$ cat src/inc/lcdcd_cfg.svh
// Constants of the LCD command decoder
`ifndef LCDCD_CFG_SVH
`define LCDCD_CFG_SVH
`define LCDCD_CONT_BIT 7
`define LCDCD_MODE_PAT 2'b10
`define LCDCD_PTR_PAT 2'b00
`define LCDCD_SUB_PAT 4'b1100
`define LCDCD_BANK_PAT 5'b11110
`define LCDCD_BLINK_PAT 4'b1110
`define LCDCD_LP_BIT 4
`define LCDCD_EN_BIT 3
`define LCDCD_BIAS_BIT 2
`define LCDCD_IBANK_BIT 1
`define LCDCD_OBANK_BIT 0
`define LCDCD_AB_BIT 2
`define LCDCD_RAM_DEPTH 40
`define LCDCD_STEP_STATIC 6'h08
`define LCDCD_STEP_2MUX 6'h04
`define LCDCD_STEP_3MUX 6'h03
`define LCDCD_STEP_4MUX 6'h02
`define LCDCD_DIV_NP1 92160
`define LCDCD_DIV_NP2 184320
`define LCDCD_DIV_NP3 368640
`define LCDCD_DIV_PS1 15360
`define LCDCD_DIV_PS2 30720
`define LCDCD_DIV_PS3 61440
`define LCDCD_CNT_W 19
`endif

$ cat src/inc/lcdcd_pkg.sv
// Types of the LCD command decoder
package lcdcd_pkg;
	typedef enum logic [1:0] {
		LCDCD_PH_CMD = 2'b01,
		LCDCD_PH_DATA = 2'b10
	} lcdcd_phase_t;
	typedef enum logic [1:0] {
		LCDCD_DRV_4MUX = 2'b00,
		LCDCD_DRV_STATIC = 2'b01,
		LCDCD_DRV_2MUX = 2'b10,
		LCDCD_DRV_3MUX = 2'b11
	} lcdcd_drive_t;
	typedef struct packed {
		lcdcd_phase_t phase;
		logic power_saving_select;
		logic disp_en;
		logic half_bias;
		lcdcd_drive_t drive;
		logic [5:0] ptr;
		logic [2:0] sub;
		logic in_bank;
		logic out_bank;
		logic bank_swap_blink_flag;
		logic [1:0] blink_rate_field;
		logic [18:0] blink_cnt;
		logic blink_ph;
		logic disp_on;
		logic shown_bank;
		logic wr_valid;
		logic [5:0] wr_addr;
		logic [2:0] wr_sub;
		logic [7:0] wr_data;
		logic wr_bank;
		logic cmd_strobe;
	} lcdcd_state_t;
endpackage

$ cat src/hw/lcdcd_decoder.sv
// Command decoder of a segment LCD driver
// Functional notes
// - Bit 7 of every command byte is the continuation flag.
// - Flag 1: next byte of the transfer is another command.
// - Flag 0: last command; later bytes are display data.
// - Mode command (bits 6:5 = 10): bit 4 picks power-saving.
// - Mode command bit 3 enables the display.
// - Mode command bit 2 picks half bias; meaningless in static.
// - Bits 1:0 pick static, 1:2, 1:3 or 1:4 multiplex.
// - Bit 6 = 0 loads six-bit RAM pointer; host keeps it 0 to 39.
// - Pattern 1100 loads three low bits into subaddress counter.
// - Bank command bit 1 picks the input bank for data.
// - Bank command bit 0 picks the bank shown on the display.
// - Bank command ignored in 1:3 and 1:4 multiplex.
// - Blink command: bit 2 bank swap, bits 1:0 off or rate.
// - 1:3 and 1:4 multiplex always blink the whole display.
// - Blink rates divide the clock per power mode table.
// - Bank-swap blinking exchanges shown bank at blink rate.
// - Data bytes go to pointer and subaddress; pointer advances, subaddress on wrap.
`timescale 1ns/10ps
`include "lcdcd_cfg.svh"
module lcdcd_decoder
	import lcdcd_pkg::*;
#(
	parameter int DIV_NP1 = `LCDCD_DIV_NP1,
	parameter int DIV_NP2 = `LCDCD_DIV_NP2,
	parameter int DIV_NP3 = `LCDCD_DIV_NP3,
	parameter int DIV_PS1 = `LCDCD_DIV_PS1,
	parameter int DIV_PS2 = `LCDCD_DIV_PS2,
	parameter int DIV_PS3 = `LCDCD_DIV_PS3
) (
	// Clock and reset
	input wire logic sys_clk_i,
	input wire logic rst_b_i,
	// Received bytes from the serial slave
	input wire logic xfer_start_i,
	input wire logic byte_valid_i,
	input wire logic [7:0] byte_data_i,
	// Own hardware subaddress
	input wire logic [2:0] hw_sub_i,
	// Decoded configuration
	output logic cmd_strobe_o,
	output logic data_phase_o,
	output logic power_saving_select_o,
	output logic disp_en_o,
	output logic half_bias_o,
	output logic [1:0] drive_mode_o,
	output logic [5:0] ram_ptr_o,
	output logic [2:0] sub_cnt_o,
	output logic in_bank_o,
	output logic out_bank_o,
	output logic bank_swap_blink_flag_o,
	output logic [1:0] blink_rate_field_o,
	// Display view
	output logic blink_phase_o,
	output logic disp_on_o,
	output logic shown_bank_o,
	// Display RAM write port
	output logic wr_valid_o,
	output logic wr_sel_o,
	output logic [5:0] wr_addr_o,
	output logic [2:0] wr_sub_o,
	output logic [7:0] wr_data_o,
	output logic wr_bank_o
);

	localparam logic [5:0] RAM_DEPTH = 6'(`LCDCD_RAM_DEPTH);

	lcdcd_state_t q;
	lcdcd_state_t d;

	logic [18:0] half_lim;
	logic is_cmd;
	logic whole_blink;
	logic blink_on;
	logic [6:0] ptr_sum;
	logic [5:0] step;

	// Half a blink period, so the phase toggles twice per period
	always_comb begin
		half_lim = 19'h00000;
		case ({q.power_saving_select, q.blink_rate_field})
			3'b001: half_lim = 19'(DIV_NP1 / 2 - 1);
			3'b010: half_lim = 19'(DIV_NP2 / 2 - 1);
			3'b011: half_lim = 19'(DIV_NP3 / 2 - 1);
			3'b101: half_lim = 19'(DIV_PS1 / 2 - 1);
			3'b110: half_lim = 19'(DIV_PS2 / 2 - 1);
			3'b111: half_lim = 19'(DIV_PS3 / 2 - 1);
			default: half_lim = 19'h00000;
		endcase
	end

	// Addresses filled per data byte depend on the backplane count
	always_comb begin
		case (q.drive)
			LCDCD_DRV_STATIC: step = `LCDCD_STEP_STATIC;
			LCDCD_DRV_2MUX: step = `LCDCD_STEP_2MUX;
			LCDCD_DRV_3MUX: step = `LCDCD_STEP_3MUX;
			LCDCD_DRV_4MUX: step = `LCDCD_STEP_4MUX;
			default: step = `LCDCD_STEP_4MUX;
		endcase
	end

	assign ptr_sum = {1'b0, q.ptr} + {1'b0, step};

	always_comb begin
		d = q;
		d.wr_valid = 1'b0;
		d.cmd_strobe = 1'b0;
		is_cmd = q.phase == LCDCD_PH_CMD;

		if (xfer_start_i) begin
			// Each transfer opens with a command byte
			d.phase = LCDCD_PH_CMD;
		end else if (byte_valid_i && is_cmd) begin
			d.cmd_strobe = 1'b1;
			if (byte_data_i[`LCDCD_CONT_BIT]) begin
				d.phase = LCDCD_PH_CMD;
			end else begin
				d.phase = LCDCD_PH_DATA;
			end
			// Whole byte is in hand here, so fields change at once
			if (byte_data_i[6:5] == `LCDCD_MODE_PAT) begin
				d.power_saving_select = byte_data_i[`LCDCD_LP_BIT];
				d.disp_en = byte_data_i[`LCDCD_EN_BIT];
				d.half_bias = byte_data_i[`LCDCD_BIAS_BIT];
				d.drive = lcdcd_drive_t'(byte_data_i[1:0]);
			end else if (byte_data_i[6] == 1'b0) begin
				d.ptr = byte_data_i[5:0];
			end else if (byte_data_i[6:3] == `LCDCD_SUB_PAT) begin
				d.sub = byte_data_i[2:0];
			end else if (byte_data_i[6:2] == `LCDCD_BANK_PAT) begin
				if (q.drive == LCDCD_DRV_STATIC
					|| q.drive == LCDCD_DRV_2MUX) begin
					d.in_bank = byte_data_i[`LCDCD_IBANK_BIT];
					d.out_bank = byte_data_i[`LCDCD_OBANK_BIT];
				end
			end else if (byte_data_i[6:3] == `LCDCD_BLINK_PAT) begin
				d.bank_swap_blink_flag = byte_data_i[`LCDCD_AB_BIT];
				d.blink_rate_field = byte_data_i[1:0];
			end
		end else if (byte_valid_i) begin
			// Display data: write at pointer, then advance
			d.wr_valid = 1'b1;
			d.wr_addr = q.ptr;
			d.wr_sub = q.sub;
			d.wr_data = byte_data_i;
			d.wr_bank = q.in_bank;
			// Past the last address the next cascaded device takes over
			if (ptr_sum >= {1'b0, RAM_DEPTH}) begin
				d.ptr = 6'(ptr_sum - {1'b0, RAM_DEPTH});
				d.sub = q.sub + 3'h1;
			end else begin
				d.ptr = ptr_sum[5:0];
			end
		end

		// Blink timebase; idle when blinking is off
		if (q.blink_rate_field == 2'b00) begin
			d.blink_cnt = 19'h00000;
			d.blink_ph = 1'b0;
		end else if (q.blink_cnt >= half_lim) begin
			d.blink_cnt = 19'h00000;
			d.blink_ph = ~q.blink_ph;
		end else begin
			d.blink_cnt = q.blink_cnt + 19'h00001;
		end

		// No alternate bank exists in 1:3 and 1:4 multiplex
		whole_blink = !d.bank_swap_blink_flag
			|| d.drive == LCDCD_DRV_3MUX
			|| d.drive == LCDCD_DRV_4MUX;
		blink_on = d.blink_rate_field != 2'b00 && d.blink_ph;
		d.disp_on = d.disp_en && !(blink_on && whole_blink);
		d.shown_bank = d.out_bank ^ (blink_on && !whole_blink);
	end

	always_ff @(posedge sys_clk_i or negedge rst_b_i) begin
		if (!rst_b_i) begin
			q <= '0;
			q.phase <= LCDCD_PH_CMD;
			q.drive <= LCDCD_DRV_4MUX;
		end else begin
			q <= d;
		end
	end

	assign cmd_strobe_o = q.cmd_strobe;
	assign data_phase_o = q.phase == LCDCD_PH_DATA;
	assign power_saving_select_o = q.power_saving_select;
	assign disp_en_o = q.disp_en;
	assign half_bias_o = q.half_bias;
	assign drive_mode_o = q.drive;
	assign ram_ptr_o = q.ptr;
	assign sub_cnt_o = q.sub;
	assign in_bank_o = q.in_bank;
	assign out_bank_o = q.out_bank;
	assign bank_swap_blink_flag_o = q.bank_swap_blink_flag;
	assign blink_rate_field_o = q.blink_rate_field;
	assign blink_phase_o = q.blink_ph;
	assign disp_on_o = q.disp_on;
	assign shown_bank_o = q.shown_bank;
	assign wr_valid_o = q.wr_valid;
	// Only the matching device stores the byte
	assign wr_sel_o = q.wr_valid && q.wr_sub == hw_sub_i;
	assign wr_addr_o = q.wr_addr;
	assign wr_sub_o = q.wr_sub;
	assign wr_data_o = q.wr_data;
	assign wr_bank_o = q.wr_bank;

endmodule

$ cat config.mk
export PLATFORM = sky130hd
export DESIGN_NAME = lcdcd_decoder
export DESIGN_NICKNAME = d
export VERILOG_FILES = /design/src/inc/lcdcd_pkg.sv /design/src/hw/lcdcd_decoder.sv
export VERILOG_INCLUDE_DIRS = /design/src /design/src/inc
export SDC_FILE = /design/constraint.sdc
export NUM_CORES = 1
export LEC_CHECK = 0
export BUFFER_PORTS_ARGS = -buffer_cell sky130_fd_sc_hd__buf_2
export CAP_MARGIN = 20
export CELL_PAD_IN_SITES_DETAIL_PLACEMENT = 1
export CELL_PAD_IN_SITES_GLOBAL_PLACEMENT = 1
export CORE_MARGIN = 2
export CORE_UTILIZATION = 47
export DETAILED_ROUTE_END_ITERATION = 10
export PLACE_DENSITY = 0.95
export REMOVE_ABC_BUFFERS = 1
export SLEW_MARGIN = 25
export SYNTH_ARGS = -nofsm -noshare
export SYNTH_HDL_FRONTEND = slang
export SYNTH_SLANG_ARGS = --single-unit
$ cat constraint.sdc
create_clock -name sys_clk_i -period 5.05 [get_ports sys_clk_i]
set_input_delay 0.2525 -clock sys_clk_i [delete_from_list [all_inputs] [get_ports sys_clk_i]]
set_output_delay 0.2525 -clock sys_clk_i [all_outputs]
set_load 0.01 [all_outputs]
Word-level counts from Yosys, hierarchy flattened

Index checks and enable logic that the tools add are counted.

$add $sub $neg: 4
Multiply operators: 0
Div/mod/pow operators: 0
Magnitude comparators: 2
Equality and inequality tests: 21
Shift operators: 0
Multiplexer cells: 28
Bitwise operators: 6
Reduce and logical (&&, ||, !) cells: 24

Operator list:

| kind                                                              | count |
|---|---|
| one-hot mux 18 bit (6 select lines)                               | 1 |
| 2-to-1 mux 19 bit                                                 | 3 |
| 2-to-1 mux 20 bit                                                 | 2 |
| one-hot mux 6 bit (4 select lines)                                | 1 |
| adder 19 x 1 -> 19 bit, second input constant                     | 1 |
| greater-or-equal comparator 19 bit                                | 1 |
| 2-to-1 mux 18 bit                                                 | 1 |
| 2-to-1 mux 9 bit                                                  | 2 |
| 2-to-1 mux 5 bit                                                  | 3 |
| 2-to-1 mux 14 bit                                                 | 1 |
| 2-to-1 mux 3 bit                                                  | 4 |
| 2-to-1 mux 6 bit                                                  | 2 |
| equality test 2 bit, second input constant                        | 5 |
| equality test 3 bit, second input constant                        | 3 |
| equality test 4 bit, second input constant                        | 2 |
| 2-to-1 mux 2 bit                                                  | 4 |
| 2-to-1 mux 8 bit                                                  | 1 |
| nonzero test 2 bit                                                | 4 |
| adder 6 x 6 -> 7 bit                                              | 1 |
| greater-or-equal comparator 7 x 6 -> 1 bit, second input constant | 1 |
| 2-to-1 mux 7 bit                                                  | 1 |
| AND reduction 7 bit                                               | 1 |
| equality test 3 x 2 -> 1 bit, second input constant               | 2 |
| logical AND 1 bit                                                 | 6 |
| other kinds (17)                                                  | 32 |

Bits in registers: 63
Latch bits: 0
Bits in writable memories: 0
ROM bits: 0
Bits of input ports: 15
Output and inout bits: 44
Logic and storage cells: 106
Memories kept: 0

Depth between registers and ports, before layout

Gate-level depths: netlist of run 1.

Word-level depth: 15
Gate-level depth with buffers: 15

Least setup slack after synthesis of run 1

No wires, ideal clock.

Kind: register -> register
Start point: register q (netlist bit drive_mode_o[0])
End point: register q (netlist bit sub_cnt_o[2])
Setup time: 0.124 ns
Data arrival time: 2.843 ns
Data required time: 4.926 ns
Path slack: 2.083 ns
Cell stages (with the launch flop): 15
Period minus slack after synthesis: 2.967 ns
Path through: dfrtp_1 -> inv_1 -> ha_1 -> inv_1 -> fa_1 -> nand2b_1 -> a21oi_1 -> nor2_1 -> or2_2 -> ha_1 -> inv_1 -> a31oi_1 -> o21bai_1 -> a21oi_1 -> a211o_1

Word-level cells in the longest chain between the ends: 6

RTL lines:

| item                                              | RTL line             | text |
|---|---|---|
| start: declaration                                | lcdcd_decoder.sv:69  | `lcdcd_state_t q;` |
| equality test 2 bit, or another cell as far along | lcdcd_decoder.sv:95  | `case (q.drive)` |
| one-hot mux 6 bit (4 select lines) (*)            | lcdcd_decoder.sv:95  |  |
| adder 6 x 6 -> 7 bit (*)                          | lcdcd_decoder.sv:104 | `assign ptr_sum = {1'b0, q.ptr} + {1'b0, step};` |
| greater-or-equal comparator 7 x 6 -> 1 bit (*)    | lcdcd_decoder.sv:150 | `if (ptr_sum >= {1'b0, RAM_DEPTH}) begin` |
| nonzero test 2 bit (no source line) (*)           | --                   |  |
| AND reduction 6 bit (no source line) (*)          | --                   |  |

Every way passes the cells marked *; elsewhere a longest branch is shown, timed or not. The select of a mux whose other input is x is not followed.
A chain may end at the register's enable or synchronous reset.

Final worst setup path of run 1

Start point: register q (netlist bit drive_mode_o[0])
End point: register q (netlist bit ram_ptr_o[4])

Word-level cells in the longest chain between the ends: 7

RTL lines:

| item                                                                           | RTL line                                   | text |
|---|---|---|
| equality test 2 bit, or another cell as far along                              | lcdcd_decoder.sv:95                        |  |
| one-hot mux 6 bit (4 select lines) (*)                                         | lcdcd_decoder.sv:95                        |  |
| adder 6 x 6 -> 7 bit (*)                                                       | lcdcd_decoder.sv:104                       |  |
| subtractor 6 bit or greater-or-equal comparator 7 x 6 -> 1 bit (tied branches) | lcdcd_decoder.sv:151, lcdcd_decoder.sv:150 |  |
| 2-to-1 mux 6 bit (*)                                                           | lcdcd_decoder.sv:150                       |  |
| 2-to-1 mux 9 bit (*)                                                           | lcdcd_decoder.sv:142                       | `end else if (byte_valid_i) begin` |
| 2-to-1 mux 9 bit (*)                                                           | lcdcd_decoder.sv:115                       | `end else if (byte_valid_i && is_cmd) begin` |

Marked as above.

==> run_results.csv, run 1 <==
group,metric,value,unit
sta,max_freq,274.2,MHz
sta,fin_crit,3647,ps
yosys,ys_seq_elements,63,
global_route,antenna_found_initial,0,
detailed_routing,firstDrtPassIters,4,
finish,layout_common_cells,"nand2_1, dfrtp_1, buf_2, nor2_1, ha_1",
yosys,ys_types,56,
yosys,synthArstFlopShare,1.000,
floorplanning,dieHeight,93.86,µm
yosys,ys.flop_type,"dfrtp_1",
yosys,synth_edf_count,0,
finish,area_growth,10.12,%
sta,tightest_slew,812.3,ps
run_status,status,"finished, final reports clean",
global_route,grt_max_degree,64,
floorplanning,die-width,93.86,µm
sta,rsz0062_at_grt,"no",
power_and_ir_drop,power_leakage,2.119,nW
clock_network,clk_pin_slew,70,ps
worst_setup_path,arrival,3900,ps
clock_network,cts_tree,"done",
detailed_routing,wire_per_inst,19.01,µm
yosys,syn_inst,413,
clock_network,cts_buffer_depth,2,
min_path,min_path_type,"primary input to async pin",
detailed_routing,drc,0,
sta,post-route-period-util,0.7222,
yosys,netlist_area,0.003795,mm²
floorplanning,initial_utilization,0.4886,
power_and_ir_drop,power_density,502.0,mW/mm²
sta,setup_viol,0,
worst_setup_path,required,5300,ps
worst_setup_path,cp-end-kind,"register",
sta,slew_violations,0,
yosys,synth_seq_area_share,0.4158,
job,drv_cap,0,
finish,drive_gt1_frac,0.2081,
place,dp_hpwl,7352,µm
yosys,yosys_warnings,0,
clock_network,postCtsResizedCells,0,
clock_network,cts_buffers,9,
clock_network,holdBufCountCts,0,
worst_setup_path,crit_type,"register to register",
detailed_routing,drt_wl_total,10440,µm
detailed_routing,drtIter0Drc,115,
yosys,syn_area_per_cell,9.189,µm²
floorplanning,num_rows,32,
clock_network,ctsHtreeMaxLevel,3,
worst_setup_path,worstPathMaxFanout,7,
clock_network,insertion_delay,350,ps
sta,maxSlewHeadroom,0.4572,
clock_network,root_buffer,"clkbuf_8",
place,place.gp.congestion,0.9423,
sta,fin_skew,9.656,ps
place,port_buffers,58,
detailed_routing,postRouteAntennaNets,0,
clock_network,postCtsSetupBuffers,0,
global_route,grt_pass1_vias,3299,
floorplanning,pin_count,59,
global_route,grt_pass1_wl,16960,µm
floorplanning,core-area,0.007767,mm²
global_route,grt-ovfl-total,0,
finish,nets,486,
floorplanning,design.die.area,0.008809,mm²
detailed_routing,num_vias,3083,
detailed_routing,viasPerCell,5.616,
sta,tns,0,ps
finish,antenna_cells,0,
sta,hold-worst-slack,75.24,ps
global_route,grt_use_total,0.2522,
yosys,yosysTopAreaCellShare,0.4088,
finish,final_common_cell,"nand2_1",
sta,hold_viol_final,0,
power_and_ir_drop,ir_drop,0.2348,mV
worst_setup_path,worstSetupStartpointType,"register",
yosys,synthTopCellsByArea,"dfrtp_1, ha_1, nand2_1, buf_4, nor2_1",
yosys,yosysTopAreaCell,"dfrtp_1",
clock_network,clock-sinks,63,
[synth_stat cells (2+ instances only)]
cell,count
inv_1,15
and3_1,5
buf_1,2
ha_1,28
nor3_1,3
nand3_1,10
nand2b_1,7
nand2_1,72
and4b_1,2
nor2b_1,5
a22oi_1,2
dfrtp_1,62
or3_1,2
a31oi_1,5
o2bb2ai_1,2
o211ai_1,2
clkbuf_1,7
xnor2_1,11
o21ai_0,11
buf_2,2
a21oi_1,21
or2_2,3
nor2_1,43
mux2_2,10
nand4_1,4
o21bai_1,2
buf_4,30
a21o_1,2
xor2_1,15
and2_1,2
[worst paths after layout]
| kind | start | to | slack [ps] | cells past startpoint |
|---|---|---|---|---|
| worst max-delay path | drive_mode_o[0] | ram_ptr_o[4] | 1400 | 14 |
| worst min-delay path | rst_b_i | q[27] | 80 | 2 |
| worst max register to register | drive_mode_o[0] | ram_ptr_o[4] | 1400 | 14 |
| worst min register to register | wr_data_o[2] | wr_data_o[2] | 470 | 2 |
| max in group asynchronous | rst_b_i | wr_bank_o | 4430 | 2 |
| min in group sys_clk_i | xfer_start_i | q[62] | 120 | 2 |
[sequential cells by signal (all words and copies together) (netlist names), 2 cells and up]
register            cells
wr_data_o               8
drive_mode_o            2
blink_rate_field_o      2
q                      21
sub_cnt_o               3
wr_sub_o                3
ram_ptr_o               6
wr_addr_o               6
[critical path, stage by stage, from the launching register on]
cell	delay (ps)
dfrtp_1	450
inv_1	80
ha_1	320
inv_1	80
fa_1	450
nand2b_1	170
a21oi_1	250
nor2_1	120
or2_2	300
ha_1	250
inv_1	130
a31oi_1	80
o21bai_1	440
a21oi_1	150
a311oi_1	270
[layout make-up]
class	count	area [µm²]
Fill cell	929	3588
Multi-Input combinational cell	294	1896
Sequential cell	63	1578
Timing Repair Buffer	59	297.8
Clock buffer	13	158.9
Tap cell	102	127.6
Clock inverter	3	65.06
Inverter	15	56.30
[kinds of logic (layout without fill, tap and decap cells)]
logic type               after synthesis  in the layout  synth area share
AND/OR/NAND/NOR                      167            167            0.2028
flip-flops                            63             63            0.4158
AO/OA/AOI/OAI                         60             60            0.1019
buffers and inverters                 56             90           0.08573
adder cells (fa/ha/maj)               29             29           0.09759
XOR/XNOR                              26             26           0.06001
multiplexers                          12             12           0.03627
[layer usage]
layer | GRT usage | routed length, µm | share of wire | up-vias
met2 | 0.4292 | 5270 | 0.50 | 75
li1 | - | - | - | 1429
met3 | 0.04093 | 352 | 0.034 | 32
met5 | 0 | 0 | 0 | -
met1 | 0.3070 | 4445 | 0.43 | 1547
met4 | 0.1304 | 369 | 0.035 | 0
[metrics by stage]
stage               instance area [µm²]  power [mW]  setup WS [ps]  utilization  cells
floorplan                          3526       1.243           2025            -    372
finish                             4179       2.098           1403       0.5380    549
CTS                                4175       2.103           1434       0.5375    549
global placement                   3951       1.481           1889       0.5087    533
global route                       4179       2.227           1089       0.5380    549
detailed placement                 3951       1.552           1644       0.5087    533
[where the power goes]
group	total (mW)	internal [mW]	switching (mW)
Sequential	0.736	0.615	0.121
Combinational	0.857	0.340	0.517
Clock	0.506	0.305	0.201
Total	2.10	1.26	0.838
(Power assumes the default switching activity.)
==> inputs of run 2 (changes only) <==
Settings changed: CORE_UTILIZATION 47 to 39, PLACE_DENSITY 0.95 to 0.85.
Clock period 5.05 ns to 3.2 ns, I/O delays scaled along.
==> run 2 against run 1 <==
  * Clock power rose by 40%
  * Fmax rose by 18%
  * First-iteration DRC count rose by 8.7%
  * Critical path depth rose by 1
  * Clock skew fell by 1.7 ps
==> run_results.csv, run 2 (synthesis results as in run 1) <==
group,metric,value,unit
run_status,status,"finished, final reports clean",
finish,largest_register,"q",
place,place_ws,43.84,ps
clock_network,root_buffer,"clkbuf_8",
worst_setup_path,arrival,3320,ps
detailed_routing,num_vias,3039,
power_and_ir_drop,power_leakage,2.151,nW
finish,drive_gt1_frac,0.2325,
detailed_routing,firstDrtPassIters,4,
global_route,grt_max_degree,51,
sta,post-route-period-util,0.9628,
global_route,grt_pass1_wl,16240,µm
worst_setup_path,reg2reg_from,"drive_mode_o[0]",
worst_setup_path,worstSetupStartpointType,"register",
worst_setup_path,worstSetupStartpoint,"drive_mode_o[0]",
global_route,antenna_found_initial,0,
sta,rsz0062_at_grt,"yes",
finish,layout_common_cells,"nand2_1, dfrtp_1, buf_2, nor2_1, ha_1",
clock_network,insertion_delay,360,ps
clock_network,ctsHtreeMaxLevel,3,
sta,fin_skew,7.907,ps
clock_network,cts_buffer_depth,2,
worst_setup_path,required,3440,ps
sta,max_freq,324.6,MHz
sta,fin_crit,3081,ps
worst_setup_path,crit_type,"register to register",
detailed_routing,wire_per_inst,17.09,µm
detailed_routing,viasPerCell,5.160,
worst_setup_path,worstPathMaxFanout,4,
clock_network,cts_tree,"done",
floorplanning,num_rows,36,
min_path,min_path_type,"primary input to register",
clock_network,cts_buffers,9,
finish,area_growth,12.99,%
floorplanning,die-width,102.6,µm
detailed_routing,postRouteAntennaNets,0,
floorplanning,pin_count,59,
detailed_routing,drtIter0Drc,125,
floorplanning,initial_utilization,0.3955,
worst_setup_path,cp-end-kind,"register",
global_route,grt_pass1_vias,3240,
finish,nets,495,
sta,layout_setup_ws,119.2,ps
global_route,grt-ovfl-total,0,
sta,maxSlewHeadroom,0.3603,
sta,slew_violations,0,
clock_network,clock-sinks,63,
min_path,min_from,"byte_data_i[7]",
detailed_routing,drt_wl_total,10070,µm
worst_setup_path,regToRegSetupSlack,120,ps
power_and_ir_drop,ir_drop,0.2359,mV
finish,antenna_cells,0,
job,drv_cap,0,
finish,final_common_cell,"nand2_1",
floorplanning,design.die.area,0.01054,mm²
place,port_buffers,58,
clock_network,clk_pin_slew,80,ps
place,place.gp.congestion,0.8887,
power_and_ir_drop,power_density,766.7,mW/mm²
sta,hold_viol_final,0,
detailed_routing,drc,0,
sta,setup_viol,0,
place,dp_hpwl,7282,µm
floorplanning,dieHeight,102.6,µm
global_route,grt_use_total,0.2012,
sta,tightest_slew,959.6,ps
sta,hold-worst-slack,33.10,ps
finish,largest_reg_flops,21,
floorplanning,core-area,0.009594,mm²
[run 2: cell count changes in the layout (fill, tap and decap cells not counted), sizes merged]
cell	delta
clkinvlp	+2
buf	+7
dlygate4sd3	+2
bufinv	-1
inv	+1
clkbuf	-4
clkinv	+2
[run 2: layout make-up]
class                   count  area (µm²)
fillers                  1129        5306
flip-flops and latches     63        1578
well taps                 133       166.4
multi-input cells         294        1918
repair buffers             68       372.9
inverters                  15       56.30
clock buffers               9       123.9
clock inverters             7       72.57
[run 2: stage by stage]
step	cells	setup TNS [ps]	util	cell area (µm²)	power, mW
6_report	589	0	0.4469	4288	3.288
5_1_grt	589	-34.97	0.4469	4288	3.532
4_1_cts	588	0	0.4441	4260	3.261
3_5_place_dp	570	0	0.4208	4038	2.495
3_3_place_gp	570	0	0.4206	4035	2.387
2_1_floorplan	372	0	-	3526	1.962
[run 2: path summary, 6_finish.rpt]
kind	endpoint	cells past startpoint
max	ram_ptr_o[5]	15
min	wr_data_o[7]	3
min reg2reg	wr_data_o[6]	2
max reg2reg	ram_ptr_o[5]	15
min in group asynchronous	wr_sub_o[0]	2
max in group asynchronous	blink_phase_o	3
[run 2: worst max-delay path, stage by stage (launching register included)]
cell     delay [ps]
dfrtp_1         410
buf_4           140
buf_4           140
ha_1            200
ha_1            340
nor2_1          200
a21oi_4          50
and2_1          170
or2_2           320
ha_2            210
inv_1            90
or2_2           120
a21oi_1          60
a31oi_1         150
o21ai_1          90
mux2_2          290
[run 2: layer usage]
metal | vias up | track usage | share of wire
li1 | 1449 | - | -
met1 | 1520 | 0.2529 | 0.45
met2 | 54 | 0.3278 | 0.50
met3 | 16 | 0.05424 | 0.036
met4 | 0 | 0.08410 | 0.019
met5 | - | 0 | 0
[run 2: power by group]
group | internal, mW | leakage (nW) | switching [mW]
clock network | 0.360 | 0.0956 | 0.345
registers | 0.970 | 0.810 | 0.163
logic | 0.609 | 1.24 | 0.840
total | 1.94 | 2.15 | 1.35
[run 2: repair_timing]
action | 4_1_cts | 5_1_grt
hold endpoints to repair | 49 | 0
hold buffers | 2 | 0
buffers inserted | 0 | 1
pin swaps | 0 | 2
endpoints found under the setup margin | 2 | 24
gates resized for setup | 2 | 5
